[config.mk]
export PLATFORM = sky130hd
export DESIGN_NAME = microstep_wave_spi_output
export DESIGN_NICKNAME = d
export VERILOG_FILES = /design/src/wave_spi_pkg.sv /design/src/microstep_wave_spi_output.sv
export SDC_FILE = /design/constraint.sdc
export NUM_CORES = 2
export LEC_CHECK = 0
export ABC_AREA = 1
export ABC_CLOCK_PERIOD_IN_PS = 12100
export CAP_MARGIN = 10
export CORE_MARGIN = 4
export CORE_UTILIZATION = 40
export CTS_BUF_LIST = sky130_fd_sc_hd__clkbuf_4 sky130_fd_sc_hd__clkbuf_8 sky130_fd_sc_hd__clkbuf_16
export DETAILED_ROUTE_END_ITERATION = 6
export DONT_BUFFER_PORTS = 1
export GPL_TIMING_DRIVEN = 0
export PLACE_DENSITY_LB_ADDON = 0.2
export SLEW_MARGIN = 30
export SYNTH_ARGS = -nofsm -noshare
export SYNTH_HDL_FRONTEND = slang
export SYNTH_SLANG_ARGS = --single-unit
[constraint.sdc]
create_clock -name I_CORE_CLK -period 12.1 [get_ports I_CORE_CLK]
set_clock_uncertainty 0.2 [all_clocks]
set_input_delay 0.605 -clock I_CORE_CLK [delete_from_list [all_inputs] [get_ports I_CORE_CLK]]
set_output_delay 0.605 -clock I_CORE_CLK [all_outputs]
set_load 0.01 [all_outputs]
[src/wave_spi_pkg.sv]
// Constants and types for the microstep wave sequencer and driver link
`default_nettype none
package wave_spi_pkg;
  // ---------------------------------------------------------------
  // Bus and register indices (byte address is four times the index)
  // ---------------------------------------------------------------
  localparam int         ADDR_W         = 12;
  localparam logic [6:0] IDX_LINK_CFG   = 7'h04;
  localparam logic [6:0] IDX_MOTION_CFG = 7'h0a;
  localparam logic [6:0] IDX_DRV_RESP   = 7'h0b;
  localparam logic [3:0] IDX_OFS_GROUP  = 4'he;
  localparam logic [6:0] IDX_SEG_SEL    = 7'h78;
  localparam logic [6:0] IDX_USTEP_CNT  = 7'h79;
  localparam logic [6:0] IDX_COIL_A     = 7'h7a;
  localparam logic [6:0] IDX_COIL_B     = 7'h7b;
  localparam logic [6:0] IDX_START      = 7'h7e;
  localparam logic [1:0] RESP_OKAY      = 2'h0;
  localparam logic [1:0] RESP_SLVERR    = 2'h2;
  // ---------------------------------------------------------------
  // Reset values
  // ---------------------------------------------------------------
  localparam logic [7:0]  SINE_START_RST = 8'h00;
  localparam logic [7:0]  COS_START_RST  = 8'hf7;
  localparam logic [31:0] START_RST      = {8'h00, COS_START_RST, 8'h00, SINE_START_RST};
  localparam logic [31:0] SEG_SEL_RST    = 32'hffff8056;
  localparam logic [31:0] LINK_CFG_RST   = 32'h00000000;
  localparam logic [31:0] MOTION_CFG_RST = 32'h00000000;
  // ---------------------------------------------------------------
  // Field positions
  // ---------------------------------------------------------------
  localparam int FMT_LSB   = 0;
  localparam int LOW_LSB   = 20;
  localparam int HIGH_LSB  = 24;
  localparam int BLOCK_LSB = 28;
  localparam int MSTEP_LSB = 0;
  localparam int SIN_LSB   = 0;
  localparam int COS_LSB   = 16;
  localparam int X1_LSB    = 8;
  localparam int X2_LSB    = 16;
  localparam int X3_LSB    = 24;
  // ---------------------------------------------------------------
  // Wave positions, counts and link states
  // ---------------------------------------------------------------
  localparam logic [9:0] SINE_ORIGIN    = 10'h000;
  localparam logic [9:0] COS_ORIGIN     = 10'h100;
  localparam logic [3:0] MIN_PHASE      = 4'h2;
  localparam logic [3:0] MSTEP_MAX_CODE = 4'h8;
  localparam logic [4:0] FRAME_BITS     = 5'd18;
  typedef enum {ST_IDLE, ST_LOW, ST_HIGH, ST_GAP} link_state_type;
endpackage
`default_nettype wire

[src/microstep_wave_spi_output.sv]
// Microstep wave sequencer with AXI4-Lite registers and serial driver link master
//
// Local design decision: the AXI4-Lite register port.
`default_nettype none
// How it works
// - Sine starts at position 0, cosine at 256; start currents 0 and 247.
// - Start currents come from register bits 7:0 and 23:16; positions fixed.
// - Segment select resets to 0xffff8056: border 128, slopes 2 then 1.
// - Next table value adds base slope minus one plus the entry offset bit.
// - The block is link master and drives the serial clock itself.
// - Active-low chip select frames each datagram shifted out on serial data.
// - Driver answers on serial input during the transfer; block samples it.
// - Clock low phase lasts output config bits 23:20 core cycles.
// - Clock high phase lasts output config bits 27:24 core cycles.
// - At least bits 31:28 core cycles pass between two datagrams.
// - Serial clock and chip select stay high in the gap.
// - A timing field below two counts as two cycles.
// - Each ramp step moves the microstep counter up or down by direction.
// - Counter readable; coil currents follow every counter change.
// - With automatic transfer enabled, a current update sends a datagram; updates during one transfer share the next one.
// - Datagram carries polarity and amplitude per coil, length fixed at 18 bits.
// - Microsteps-per-fullstep code scales the counter step, code 2 gives 4.
// - Quarter wave of 256 entries mirrors into a 1024 position period.
// - Currents reload from start values whenever the counter passes zero.
// - Segment select holds borders 31:24, 23:16, 15:8 and four slopes below.
// - Eight offset words hold the 256 bits, lowest entries lowest address.
module microstep_wave_spi_output (
  input  wire logic                            I_CORE_CLK, // Core clock, 20 MHz
  input  wire logic                            I_RST_N,    // Synchronous reset, active low
  input  wire logic [wave_spi_pkg::ADDR_W-1:0] I_AWADDR,   // Write address
  input  wire logic                            I_AWVALID,  // Write address valid
  output var  logic                            O_AWREADY,  // Write address ready
  input  wire logic [31:0]                     I_WDATA,    // Write data
  input  wire logic [3:0]                      I_WSTRB,    // Write byte strobes
  input  wire logic                            I_WVALID,   // Write data valid
  output var  logic                            O_WREADY,   // Write data ready
  output var  logic [1:0]                      O_BRESP,    // Write response
  output var  logic                            O_BVALID,   // Write response valid
  input  wire logic                            I_BREADY,   // Write response ready
  input  wire logic [wave_spi_pkg::ADDR_W-1:0] I_ARADDR,   // Read address
  input  wire logic                            I_ARVALID,  // Read address valid
  output var  logic                            O_ARREADY,  // Read address ready
  output var  logic [31:0]                     O_RDATA,    // Read data
  output var  logic [1:0]                      O_RRESP,    // Read response
  output var  logic                            O_RVALID,   // Read data valid
  input  wire logic                            I_RREADY,   // Read data ready
  input  wire logic                            I_STEP,     // Ramp step pulse
  input  wire logic                            I_DIR,      // Ramp direction, 1 = up
  output var  logic                            O_DRV_SCK,  // Driver serial clock
  output var  logic                            O_DRV_CS_N, // Driver chip select
  output var  logic                            O_DRV_SDO,  // Driver serial out
  input  wire logic                            I_DRV_SDI   // Driver serial in
);
  import wave_spi_pkg::*;

  logic [31:0]        link_cfg, motion_cfg, seg_sel, start_vals;
  logic [31:0]        ofs_word [0:7];
  logic [255:0]       ofs_flat;
  logic [9:0]         ustep_cnt, walk;
  logic               walk_fwd, moved, upd, pending;
  logic signed [8:0]  mag_a, mag_b, cur_a, cur_b;
  link_state_type     state;
  logic [3:0]         tmr;
  logic [4:0]         bits_left;
  logic [17:0]        shreg, rx, drv_resp;
  logic               sdi_s1, sdi_s2;

  // ---------------------------------------------------------------
  // Wave table, link timing and register bus helpers
  // ---------------------------------------------------------------
  function automatic logic signed [2:0] step_inc(input logic [7:0] k);
    logic [1:0] w;
    w = (k >= seg_sel[X3_LSB +: 8]) ? seg_sel[7:6] :
        (k >= seg_sel[X2_LSB +: 8]) ? seg_sel[5:4] :
        (k >= seg_sel[X1_LSB +: 8]) ? seg_sel[3:2] : seg_sel[1:0];
    step_inc = $signed({1'b0, w}) + $signed({2'b00, ofs_flat[k]}) - 3'sd1;
  endfunction

  // Magnitude after one microstep from position p
  function automatic logic signed [8:0] mag_step(input logic signed [8:0] m,
                                                 input logic [9:0] p, input logic fwd);
    logic [9:0] q;
    logic [7:0] k;
    logic signed [8:0] d;
    q = fwd ? p : p - 10'd1;
    k = q[8] ? ~q[7:0] : q[7:0];
    d = 9'(step_inc(k));
    mag_step = (fwd ^ q[8]) ? m + d : m - d;
  endfunction

  function automatic logic [3:0] phase_len(input logic [3:0] f);
    phase_len = (f < MIN_PHASE) ? MIN_PHASE : f;
  endfunction

  function automatic logic [1:0] reg_kind(input logic [ADDR_W-1:0] a);
    logic [6:0] i;
    i = a[8:2];
    if (a[ADDR_W-1:9] != '0)
      reg_kind = 2'h0;
    else if (i == IDX_LINK_CFG || i == IDX_MOTION_CFG || i == IDX_SEG_SEL ||
             i == IDX_START || i[6:3] == IDX_OFS_GROUP)
      reg_kind = 2'h2;
    else if (i == IDX_USTEP_CNT || i == IDX_COIL_A || i == IDX_COIL_B || i == IDX_DRV_RESP)
      reg_kind = 2'h1;
    else
      reg_kind = 2'h0;
  endfunction

  function automatic logic [31:0] merge(input logic [31:0] old, input logic [31:0] nw,
                                        input logic [3:0] s);
    for (int b = 0; b < 4; b++) begin
      old[8*b +: 8] = s[b] ? nw[8*b +: 8] : old[8*b +: 8];
    end
    merge = old;
  endfunction

  for (genvar g = 0; g < 8; g++) begin : g_ofs
    assign ofs_flat[32*g +: 32] = ofs_word[g];
  end

  // ---------------------------------------------------------------
  // Microstep counter and wave walker
  // ---------------------------------------------------------------
  wire [3:0]        mstep_code = motion_cfg[MSTEP_LSB +: 4];
  wire [3:0]        mcode      = (mstep_code > MSTEP_MAX_CODE) ? MSTEP_MAX_CODE : mstep_code;
  wire [9:0]        step_size  = 10'd1 << mcode;
  wire [9:0]        next_cnt   = I_DIR ? ustep_cnt + step_size : ustep_cnt - step_size;
  wire              walk_busy  = (walk != ustep_cnt);
  wire [9:0]        next_walk  = walk_fwd ? walk + 10'd1 : walk - 10'd1;
  wire [9:0]        pos_b      = walk + COS_ORIGIN;
  wire signed [8:0] next_mag_a = mag_step(mag_a, walk, walk_fwd);
  wire signed [8:0] next_mag_b = mag_step(mag_b, pos_b, walk_fwd);
  wire signed [8:0] sine_start = $signed({1'b0, start_vals[SIN_LSB +: 8]});
  wire signed [8:0] cos_start  = $signed({1'b0, start_vals[COS_LSB +: 8]});
  wire signed [8:0] sgn_a      = walk[9] ? -mag_a : mag_a;
  wire signed [8:0] sgn_b      = pos_b[9] ? -mag_b : mag_b;
  wire [8:0]        abs_a      = cur_a[8] ? 9'(-cur_a) : cur_a;
  wire [8:0]        abs_b      = cur_b[8] ? 9'(-cur_b) : cur_b;
  wire [17:0]       frame      = {cur_a[8], abs_a[7:0], cur_b[8], abs_b[7:0]};
  wire              auto_en    = (link_cfg[FMT_LSB +: 4] != 4'h0);

  // The walker moves one entry per core cycle, so coarse steps settle
  // in as many cycles as the step size, up to 256, and the incremental table never skips an entry.
  always_ff @(posedge I_CORE_CLK) begin
    if (!I_RST_N) begin
      ustep_cnt <= SINE_ORIGIN;
      walk      <= SINE_ORIGIN;
      walk_fwd  <= 1'b1;
      moved     <= 1'b0;
      mag_a     <= $signed({1'b0, SINE_START_RST});
      mag_b     <= $signed({1'b0, COS_START_RST});
    end else begin
      if (I_STEP) begin
        ustep_cnt <= next_cnt;
        walk_fwd  <= I_DIR;
      end
      moved <= walk_busy;
      if (walk_busy) begin
        walk <= next_walk;
        if (next_walk == SINE_ORIGIN) begin
          mag_a <= sine_start;
          mag_b <= cos_start;
        end else begin
          mag_a <= next_mag_a;
          mag_b <= next_mag_b;
        end
      end
    end
  end

  always_ff @(posedge I_CORE_CLK) begin
    if (!I_RST_N) begin
      cur_a <= $signed({1'b0, SINE_START_RST});
      cur_b <= $signed({1'b0, COS_START_RST});
      upd   <= 1'b0;
    end else begin
      upd <= moved && !walk_busy;
      if (moved && !walk_busy) begin
        cur_a <= sgn_a;
        cur_b <= sgn_b;
      end
    end
  end

  // ---------------------------------------------------------------
  // Driver link master
  // ---------------------------------------------------------------
  wire start_frame = (state == ST_IDLE) && pending;
  wire next_pending = (upd && auto_en) || (pending && !start_frame);

  always_ff @(posedge I_CORE_CLK) begin
    if (!I_RST_N) begin
      sdi_s1  <= 1'b0;
      sdi_s2  <= 1'b0;
      pending <= 1'b0;
    end else begin
      sdi_s1  <= I_DRV_SDI;
      sdi_s2  <= sdi_s1;
      pending <= next_pending;
    end
  end

  always_ff @(posedge I_CORE_CLK) begin
    if (!I_RST_N) begin
      state      <= ST_IDLE;
      tmr        <= 4'h0;
      bits_left  <= 5'd0;
      shreg      <= '0;
      rx         <= '0;
      drv_resp   <= '0;
      O_DRV_SCK  <= 1'b1;
      O_DRV_CS_N <= 1'b1;
      O_DRV_SDO  <= 1'b0;
    end else begin
      case (state)
        ST_IDLE: begin
          if (pending) begin
            O_DRV_CS_N <= 1'b0;
            O_DRV_SCK  <= 1'b0;
            O_DRV_SDO  <= frame[17];
            shreg      <= {frame[16:0], 1'b0};
            bits_left  <= FRAME_BITS - 5'd1;
            tmr        <= phase_len(link_cfg[LOW_LSB +: 4]) - 4'd1;
            state      <= ST_LOW;
          end
        end
        ST_LOW: begin
          tmr <= tmr - 4'd1;
          if (tmr == 4'h0) begin
            O_DRV_SCK <= 1'b1;
            tmr       <= phase_len(link_cfg[HIGH_LSB +: 4]) - 4'd1;
            state     <= ST_HIGH;
          end
        end
        ST_HIGH: begin
          tmr <= tmr - 4'd1;
          // The synchroniser lags two cycles, so the bit that stood across the rise
          // is taken at the end of the high phase; a two-cycle low or high phase is long enough
          if (tmr == 4'h0 && bits_left != 5'd0) begin
            rx        <= {rx[16:0], sdi_s2};
            O_DRV_SCK <= 1'b0;
            O_DRV_SDO <= shreg[17];
            shreg     <= {shreg[16:0], 1'b0};
            bits_left <= bits_left - 5'd1;
            tmr       <= phase_len(link_cfg[LOW_LSB +: 4]) - 4'd1;
            state     <= ST_LOW;
          end else if (tmr == 4'h0) begin
            O_DRV_CS_N <= 1'b1;
            drv_resp   <= {rx[16:0], sdi_s2};
            tmr        <= phase_len(link_cfg[BLOCK_LSB +: 4]) - 4'd1;
            state      <= ST_GAP;
          end
        end
        ST_GAP: begin
          tmr <= tmr - 4'd1;
          if (tmr == 4'h0) begin
            state <= ST_IDLE;
          end
        end
        default: state <= ST_IDLE;
      endcase
    end
  end

  // ---------------------------------------------------------------
  // AXI4-Lite slave
  // ---------------------------------------------------------------
  logic [ADDR_W-1:0] awaddr_q;
  logic [31:0]       wdata_q;
  logic [3:0]        wstrb_q;
  wire               do_write = !O_AWREADY && !O_WREADY && !O_BVALID;
  wire [6:0]         widx     = awaddr_q[8:2];
  wire               wr_ok    = (reg_kind(awaddr_q) == 2'h2);
  wire [6:0]         ridx     = I_ARADDR[8:2];
  wire [1:0]         rkind    = reg_kind(I_ARADDR);
  wire [31:0]        rd_word  =
    (rkind == 2'h0)          ? 32'h0 :
    (ridx == IDX_LINK_CFG)   ? link_cfg :
    (ridx == IDX_MOTION_CFG) ? motion_cfg :
    (ridx == IDX_DRV_RESP)   ? {14'h0, drv_resp} :
    (ridx == IDX_SEG_SEL)    ? seg_sel :
    (ridx == IDX_USTEP_CNT)  ? {22'h0, ustep_cnt} :
    (ridx == IDX_COIL_A)     ? 32'(cur_a) :
    (ridx == IDX_COIL_B)     ? 32'(cur_b) :
    (ridx == IDX_START)      ? start_vals : ofs_word[ridx[2:0]];

  always_ff @(posedge I_CORE_CLK) begin
    if (!I_RST_N) begin
      O_AWREADY <= 1'b1;
      O_WREADY  <= 1'b1;
      O_BVALID  <= 1'b0;
      O_BRESP   <= RESP_OKAY;
      awaddr_q  <= '0;
      wdata_q   <= '0;
      wstrb_q   <= '0;
    end else begin
      if (I_AWVALID && O_AWREADY) begin
        awaddr_q  <= I_AWADDR;
        O_AWREADY <= 1'b0;
      end
      if (I_WVALID && O_WREADY) begin
        wdata_q  <= I_WDATA;
        wstrb_q  <= I_WSTRB;
        O_WREADY <= 1'b0;
      end
      if (do_write) begin
        O_BVALID <= 1'b1;
        O_BRESP  <= wr_ok ? RESP_OKAY : RESP_SLVERR;
      end
      if (O_BVALID && I_BREADY) begin
        O_BVALID  <= 1'b0;
        O_AWREADY <= 1'b1;
        O_WREADY  <= 1'b1;
      end
    end
  end

  always_ff @(posedge I_CORE_CLK) begin
    if (!I_RST_N) begin
      link_cfg   <= LINK_CFG_RST;
      motion_cfg <= MOTION_CFG_RST;
      seg_sel    <= SEG_SEL_RST;
      start_vals <= START_RST;
      for (int n = 0; n < 8; n++) begin
        ofs_word[n] <= 32'h0;
      end
    end else if (do_write && wr_ok) begin
      if (widx == IDX_LINK_CFG) link_cfg <= merge(link_cfg, wdata_q, wstrb_q);
      if (widx == IDX_MOTION_CFG) motion_cfg <= merge(motion_cfg, wdata_q, wstrb_q);
      if (widx == IDX_SEG_SEL) seg_sel <= merge(seg_sel, wdata_q, wstrb_q);
      if (widx == IDX_START) start_vals <= merge(start_vals, wdata_q, wstrb_q);
      if (widx[6:3] == IDX_OFS_GROUP) begin
        ofs_word[widx[2:0]] <= merge(ofs_word[widx[2:0]], wdata_q, wstrb_q);
      end
    end
  end

  always_ff @(posedge I_CORE_CLK) begin
    if (!I_RST_N) begin
      O_ARREADY <= 1'b1;
      O_RVALID  <= 1'b0;
      O_RDATA   <= 32'h0;
      O_RRESP   <= RESP_OKAY;
    end else if (I_ARVALID && O_ARREADY) begin
      O_ARREADY <= 1'b0;
      O_RVALID  <= 1'b1;
      O_RDATA   <= rd_word;
      O_RRESP   <= (rkind == 2'h0) ? RESP_SLVERR : RESP_OKAY;
    end else if (O_RVALID && I_RREADY) begin
      O_RVALID  <= 1'b0;
      O_ARREADY <= 1'b1;
    end
  end

  // ---------------------------------------------------------------
  // Assertions
  // ---------------------------------------------------------------
  logic [4:0] low_run, high_run, gap_run, rise_cnt;
  always_ff @(posedge I_CORE_CLK) begin
    if (!I_RST_N) begin
      low_run  <= 5'd0;
      high_run <= 5'd0;
      gap_run  <= 5'd31;
      rise_cnt <= 5'd0;
    end else begin
      low_run  <= O_DRV_SCK ? 5'd0 : low_run + 5'd1;
      high_run <= (!O_DRV_SCK || O_DRV_CS_N) ? 5'd0 : high_run + 5'd1;
      gap_run  <= !O_DRV_CS_N ? 5'd0 : (gap_run == 5'd31) ? gap_run : gap_run + 5'd1;
      rise_cnt <= O_DRV_CS_N ? 5'd0 : rise_cnt + 5'(!O_DRV_SCK && !low_run[4] && tmr == 4'h0
                                                   && state == ST_LOW);
    end
  end
endmodule
`default_nettype wire

# After elaboration in Yosys (flattened, before gate mapping)
# Memories as Yosys holds them, arrays and structs flattened.
# Cells that the tools add are included.
[word_totals] ff_bits=376 n_memories=1 inputBits=70 out_inout_bits=44 ramBits=256
[memory_table] memory="ofs_word" words=8 word_bits=32 read_ports=9 rd_ports_with_merged_regs=0 write_ports=8 line_no="microstep_wave_spi_output.sv:57" source="logic [31:0] ofs_word [0:7];"
[op_classes] n_eq_ne=34 addsub=23 n_mux=87 reduce_logical=75 n_bitwise=6 shift=1 n_lt_le_gt_ge=12
[ops] cell="2-to-1 mux 32 bit" n=15
[ops] cell="one-hot mux 32 bit (4 select lines)" n=1
[ops] cell="2-to-1 mux 9 bit" n=8
[ops] cell="== test 7 bit, second input constant" n=10
[ops] cell="== test 32 x 2 -> 1 bit, second input constant" n=2
[ops] cell="zero test 32 bit" n=2
[ops] cell="2-to-1 mux 8 bit" n=8
[ops] cell="AND reduction 3 bit" n=18
[ops] cell=">= comparator 8 bit" n=6
[ops] cell="2-to-1 mux 18 bit" n=2
[ops] cell="2-to-1 mux 4 bit" n=9
[ops] cell="one-hot mux 18 bit (2 select lines)" n=1
[ops] cell="== test 32 x 1 -> 1 bit, second input constant" n=1
[ops] cell="OR reduction 32 bit" n=1
[ops] cell="== test 7 x 4 -> 1 bit, second input constant" n=4
[ops] cell="2-to-1 mux 2 bit" n=12
[ops] cell="2-to-1 mux 10 bit" n=2
[ops] cell="2-to-1 mux 1 bit" n=19
[ops] cell="adder 9 x 3 -> 9 bit" n=2
[ops] cell="less-than comparator 8 x 9 -> 1 bit, second input constant" n=2
[ops] cell="negation 9 bit" n=2
[ops] cell="subtractor 9 x 3 -> 9 bit" n=2
[ops] cell="binary-select mux 1 bit (select 8 bit)" n=2
[ops] cell="negation 8 bit" n=2
[ops] cell="other kinds (42)" n=105

# Logic depth before layout (Yosys ltp)
[depth] word_depth=15 depth_mapped=43

# Worst setup path before layout
# No wires, ideal clock.
[synth_path] kind="register to register" startpoint="register walk[0]" endpoint="register mag_a[7]" setup_time_ns=0.128 synth_period_minus_slack_ns=5.452 t_arrival_ns=5.124 required_time_ns=11.772 path_stages_with_launch=41 slack_ns=6.648 path_cell_list="dfxtp_1 inv_1 ha_1 nand2_1 nor2_1 a21oi_1 o21ai_0 o21ai_0 xor2_1 inv_1 ha_1 nand2_1 nor2_1 nand4_1 o2111ai_1 nand2_1 o21ai_0 nand2_1 [... 5 more ...] inv_1 ha_1 nand2_1 nand2_1 inv_1 ha_1 a21oi_1 nand2_1 a21oi_1 nor2_1 nor2_1 nor2_1 o21ai_0 nand2_1 xnor2_1 nand2_1 o21ai_0 o22ai_1"
[synth_via] elab_chain_len=13 word_cells_on_any_way=23 classes_between="add/sub: 6; order compare: 3; eq/ne: 1; mux: 10; bitwise: 2; reduce/logical: 1"
[synth_rtl] element="from (decl)" line_no="microstep_wave_spi_output.sv:59" source="logic [9:0] ustep_cnt, walk;"
[synth_rtl] element="from (signal assigned)" line_no="microstep_wave_spi_output.sv:159" source="walk <= next_walk;"
[synth_rtl] element="subtractor 10 x 1 -> 10 bit" line_no="microstep_wave_spi_output.sv:85" source="q = fwd ? p : p - 10'd1;"
[synth_rtl] element="2-to-1 mux 9 bit" line_no="microstep_wave_spi_output.sv:85"
[synth_rtl] element="inverter 8 bit" line_no="microstep_wave_spi_output.sv:86" source="k = q[8] ? ~q[7:0] : q[7:0];"
[synth_rtl] element="2-to-1 mux 8 bit" line_no="microstep_wave_spi_output.sv:86"
[synth_rtl] element=">= comparator 8 bit" line_no="microstep_wave_spi_output.sv:75" source="(k >= seg_sel[X1_LSB +: 8]) ? seg_sel[3:2] : seg_sel[1:0];"
[synth_rtl] element="2-to-1 mux 2 bit" line_no="microstep_wave_spi_output.sv:75"
[synth_rtl] element="2-to-1 mux 2 bit" line_no="microstep_wave_spi_output.sv:74" source="(k >= seg_sel[X2_LSB +: 8]) ? seg_sel[5:4] :"
[synth_rtl] element="2-to-1 mux 2 bit" line_no="microstep_wave_spi_output.sv:73" source="w = (k >= seg_sel[X3_LSB +: 8]) ? seg_sel[7:6] :"
[synth_rtl] element="adder 2 x 1 -> 3 bit" line_no="microstep_wave_spi_output.sv:76" source="step_inc = $signed({1'b0, w}) + $signed({2'b00, ofs_flat[k]}) - 3'sd1;"
[synth_rtl] element="subtractor 3 x 2 -> 3 bit" line_no="microstep_wave_spi_output.sv:76"
[synth_rtl] element="subtractor 9 x 3 -> 9 bit / adder 9 x 3 -> 9 bit (equally long branches)" line_no="microstep_wave_spi_output.sv:88" source="mag_step = (fwd ^ q[8]) ? m + d : m - d;"
[synth_rtl] element="2-to-1 mux 9 bit" line_no="microstep_wave_spi_output.sv:88"
[synth_rtl] element="2-to-1 mux 9 bit" line_no="microstep_wave_spi_output.sv:160" source="if (next_walk == SINE_ORIGIN) begin"
[synth_rtl] element="to (signal assigned)" line_no="microstep_wave_spi_output.sv:150" source="mag_a <= $signed({1'b0, SINE_START_RST});"
[synth_rtl] element="to (signal assigned)" line_no="microstep_wave_spi_output.sv:161" source="mag_a <= sine_start;"
[synth_rtl] element="to (signal assigned)" line_no="microstep_wave_spi_output.sv:164" source="mag_a <= next_mag_a;"
[synth_rtl] element="to (decl)" line_no="microstep_wave_spi_output.sv:61" source="logic signed [8:0] mag_a, mag_b, cur_a, cur_b;"
# Several ways; a longest one is shown, not always the timed one. The select of a mux whose other input is x is not followed.
# A chain may end at the register's enable or synchronous reset.

# Worst setup path after layout
[layout_path] startpoint="register walk[1]" endpoint="register mag_b[7]"
[layout_via] elab_chain_len=14 word_cells_on_any_way=25 classes_between="add/sub: 8; order compare: 3; eq/ne: 1; mux: 10; bitwise: 2; reduce/logical: 1"
[layout_rtl] element="adder 10 x 9 -> 10 bit" line_no="microstep_wave_spi_output.sv:130" source="wire [9:0] pos_b = walk + COS_ORIGIN;"
[layout_rtl] element="subtractor 9 x 1 -> 9 bit" line_no="microstep_wave_spi_output.sv:85"
[layout_rtl] element="2-to-1 mux 9 bit" line_no="microstep_wave_spi_output.sv:85"
[layout_rtl] element="inverter 8 bit" line_no="microstep_wave_spi_output.sv:86"
[layout_rtl] element="2-to-1 mux 8 bit" line_no="microstep_wave_spi_output.sv:86"
[layout_rtl] element=">= comparator 8 bit" line_no="microstep_wave_spi_output.sv:75"
[layout_rtl] element="2-to-1 mux 2 bit" line_no="microstep_wave_spi_output.sv:75"
[layout_rtl] element="2-to-1 mux 2 bit" line_no="microstep_wave_spi_output.sv:74"
[layout_rtl] element="2-to-1 mux 2 bit" line_no="microstep_wave_spi_output.sv:73"
[layout_rtl] element="adder 2 x 1 -> 3 bit" line_no="microstep_wave_spi_output.sv:76"
[layout_rtl] element="subtractor 3 x 2 -> 3 bit" line_no="microstep_wave_spi_output.sv:76"
[layout_rtl] element="subtractor 9 x 3 -> 9 bit / adder 9 x 3 -> 9 bit (equally long branches)" line_no="microstep_wave_spi_output.sv:88"
[layout_rtl] element="2-to-1 mux 9 bit" line_no="microstep_wave_spi_output.sv:88"
[layout_rtl] element="2-to-1 mux 9 bit" line_no="microstep_wave_spi_output.sv:160"
[layout_rtl] element="to (signal assigned)" line_no="microstep_wave_spi_output.sv:151" source="mag_b <= $signed({1'b0, COS_START_RST});"
[layout_rtl] element="to (signal assigned)" line_no="microstep_wave_spi_output.sv:162" source="mag_b <= cos_start;"
[layout_rtl] element="to (signal assigned)" line_no="microstep_wave_spi_output.sv:165" source="mag_b <= next_mag_b;"
[layout_rtl] element="to (decl)" line_no="microstep_wave_spi_output.sv:61"
# Several ways; a longest one is shown, not always the timed one. The select of a mux whose other input is x is not followed.

==> qor.csv <==
metric,value,unit
status,completed,
rsz0062_at_grt,false,
maxSlewHeadroom,21.6,%
antenna_found_initial,11,
power_leakage,15.3,nW
cts_tree,done,
synth_compound_area_share,16.4,%
worstPathRequired,12.41,ns
clock_sinks,597,
cts.clk_slew.worst_paths,0.06,ns
synthSimpleGateAreaFrac,27.9,%
worstSetupStartpointType,flip-flop,
die_h,301,µm
crit_path_max_fanout,12,
clock_latency,0.65,ns
vias,36900,
slowest_stage,xor2_2,
synth_top_family_by_area,simple AND/OR/NAND/NOR gates,
finalHoldWorstSlack,0.0469,ns
nNetsFinal,4960,
finalSetupViolations,0,
tightest_slew,1.18,ns
die_area,0.0906,mm²
place_congestion,1.06,
first_global_vias,33400,
cts-resized-gates,0,
final_layout_size_suffix_gt1_share,7.70,%
avgRoutedWirePerCell,29.2,µm
yosysWarnings,0,
grtUsageTotal,37.4,%
ys.flop_type,dfxtp_1,
peakVddDrop,0.188,mV
cts_max_path_buffers,3,
final_cell_area,0.0387,mm²
critPathTopFamily,adder cells,
worstSetupPathType,reg2reg,
synth_fa_ha_area_share,3.74,%
max_freq,130,MHz
htree_levels,3,
numCtsBuffers,69,
port-buffer-count,0,
avgSynthCellArea,7.36,µm²
tns,0,ns
placed_area,0.0360,mm²
post-dp-hpwl,130000,µm
powerDensity,213,mW/mm²
cpMostUsedCell,nand2_1,
finalCriticalPeriod,7.66,ns
period_share,63.3,%
netlist-cell-type-count,60,
slew_viol_final,0,
ys_ff_latch,597,
path_buf_inv,5,
grt_overflow_total,0,
grt_pass1_wl,243000,µm
synth_xor_area_share,1.69,%
syn_area,0.0343,mm²
rows,107,
initial_utilization,40.3,%
drc,0,
synthCells,4666,
synthArstFlopShare,0,%
cp-end-kind,flip-flop,
vias_per_cell,6.16,
min_path_type,in2reg,
drtIter0Drc,5722,
area_delta_synth_final,12.6,%
cpPeakStageDelay,0.86,ns
n_fill_cell,8956,
grt_max_degree,15,
drtAntennaViolNets,0,
maxCapViolations,0,
drt-total-wl,175000,µm
die_w,301,µm
synth_edf_count,256,
synth-seq-area-share,42.3,%
dr.pass1.iters,6,
ios,114,
synth_mux_area_share,0.0583,%
core_region_area,0.0851,mm²
cp.arrival,7.97,ns
hold_viol,0,
cts_setup_buffers,0,
cts_root_buf,clkbuf_16,
## registers in the layout (all words and copies together) (netlist names), 18 cells and up
register / count
start_vals: 32
wdata_q: 32
motion_cfg: 32
drv_resp: 18
link_cfg: 32
ofs_word: 256
O_RDATA: 32
seg_sel: 32
## worst register-to-register path: cells and delay by family, from the launching register on
kind,cells,cell delay [ns]
buffers and inverters,5,1.06
AND/OR/NAND/NOR,14,1.12
AO/OA/AOI/OAI,7,1.42
XOR/XNOR,4,1.59
adder cells (fa/ha/maj),6,1.66
flip-flops,1,0.50
## logic make-up (layout without fill, tap and decap cells)
logic type | count (synthesis) | count (layout)
adders and majority gates | 101 | 101
muxes | 2 | 2
xor gates and xnor gates | 62 | 62
buffers and inverters | 651 | 826
other | 1 | 10
DFF | 597 | 597
AOI/OAI and AO/OA | 999 | 999
and+or+nand+nor | 2253 | 2253
## report_power, final
part	leakage [nW]	internal, W	switching, W	total, W
registers	5.40	0.00219	0.000121	0.00231
clock network	1.12	0.00122	0.000909	0.00213
logic	8.73	0.00115	0.00265	0.00380
total	15.3	0.00457	0.00368	0.00825
## metrics by stage
| stage | utilization (%) | setup slack, ns | total power (W) | std cells |
|---|---|---|---|---|
| detailed placement | 42.2 | 4.76 | 0.00592 | 5821 |
| global route | 45.4 | 4.12 | 0.00855 | 5986 |
| global placement | 42.0 | 4.26 | 0.00590 | 5811 |
| floorplan | - | 6.65 | 0.00460 | 4667 |
| CTS | 45.4 | 4.71 | 0.00807 | 5986 |
| finish | 45.4 | 4.44 | 0.00825 | 5994 |
## timing repair
action,in CTS,in global routing
hold endpoints to repair,44,0
endpoints found under the setup margin,0,0
hold buffers,41,0
## cell type report
cell class,count,area [µm²],area share [%]
Antenna cell,8,20.0,0.0518
Buffer,279,1360,3.51
Clock buffer,95,1980,5.13
Clock inverter,29,284,0.734
Inverter,372,1400,3.61
Multi-Input combinational cell,3419,17200,44.4
Sequential cell,597,14500,37.5
Tap cell,1144,1430,3.70
Timing Repair Buffer,51,517,1.34
## routing by layer
metal  part of all wire (%)  up-vias  track usage, %
li1                       -    16100               -
met1                     42    17700            54.0
met5                  0.013        -               0
met4                    5.4        4            17.5
met3                     13      497            9.75
met2                     40     2597            51.8
## synth_stat cells, types with 10 or more instances
master	n	area share (%)
buf_2	99	1.4
xnor2_1	13	0.33
o21ai_1	14	0.20
nor2_1	403	4.4
buf_6	15	0.49
clkinv_1	32	0.35
nand2_2	34	0.62
edfxtp_1	256	22
nand3_1	591	8.6
o22ai_1	30	0.55
ha_1	98	3.6
nand2_1	1107	12
a21oi_1	370	5.4
a211oi_1	14	0.31
buf_4	12	0.26
a22oi_1	32	0.70
a31oi_1	11	0.20
o211ai_1	78	1.7
o21ai_0	381	5.6
dfxtp_1	341	20
nor3_1	35	0.51
o221ai_1	14	0.36
nor2_2	11	0.20
nand4_1	47	0.86
xor2_1	44	1.1
inv_2	15	0.16
o31ai_1	10	0.22
inv_1	325	3.6
clkbuf_1	146	1.6
## path summary, 6_finish.rpt
check | from | endpoint | slack, ns | cells after the start
hold / removal | I_WDATA[16] | wdata_q[16]$_SDFFE_PN0P_ | 0.05 | 2
setup / recovery | walk[1]$_SDFFE_PN0P_ | mag_b[7]$_SDFFE_PN1P_ | 4.44 | 36
setup reg to reg | walk[1]$_SDFFE_PN0P_ | mag_b[7]$_SDFFE_PN1P_ | 4.44 | 36
hold reg to reg | sdi_s1$_SDFF_PN0_ | sdi_s2$_SDFF_PN0_ | 0.24 | 2
## cells in the final DEF (no fill, tap or decap), types with 32 or more instances in the layout
| cell type | n |
|---|---|
| nand2_1 | 1107 |
| nand3_1 | 591 |
| nor2_1 | 402 |
| o21ai_0 | 381 |
| a21oi_1 | 370 |
| dfxtp_1 | 341 |
| inv_1 | 325 |
| edfxtp_1 | 256 |
| clkbuf_1 | 125 |
| buf_2 | 101 |
| ha_1 | 98 |
| o211ai_1 | 78 |
| clkbuf_16 | 69 |
| nand4_1 | 47 |
| xor2_1 | 42 |
| dlygate4sd3_1 | 41 |
| clkinv_1 | 38 |
| nand2_2 | 34 |
| a22oi_1 | 32 |
(Power assumes the default switching activity.)
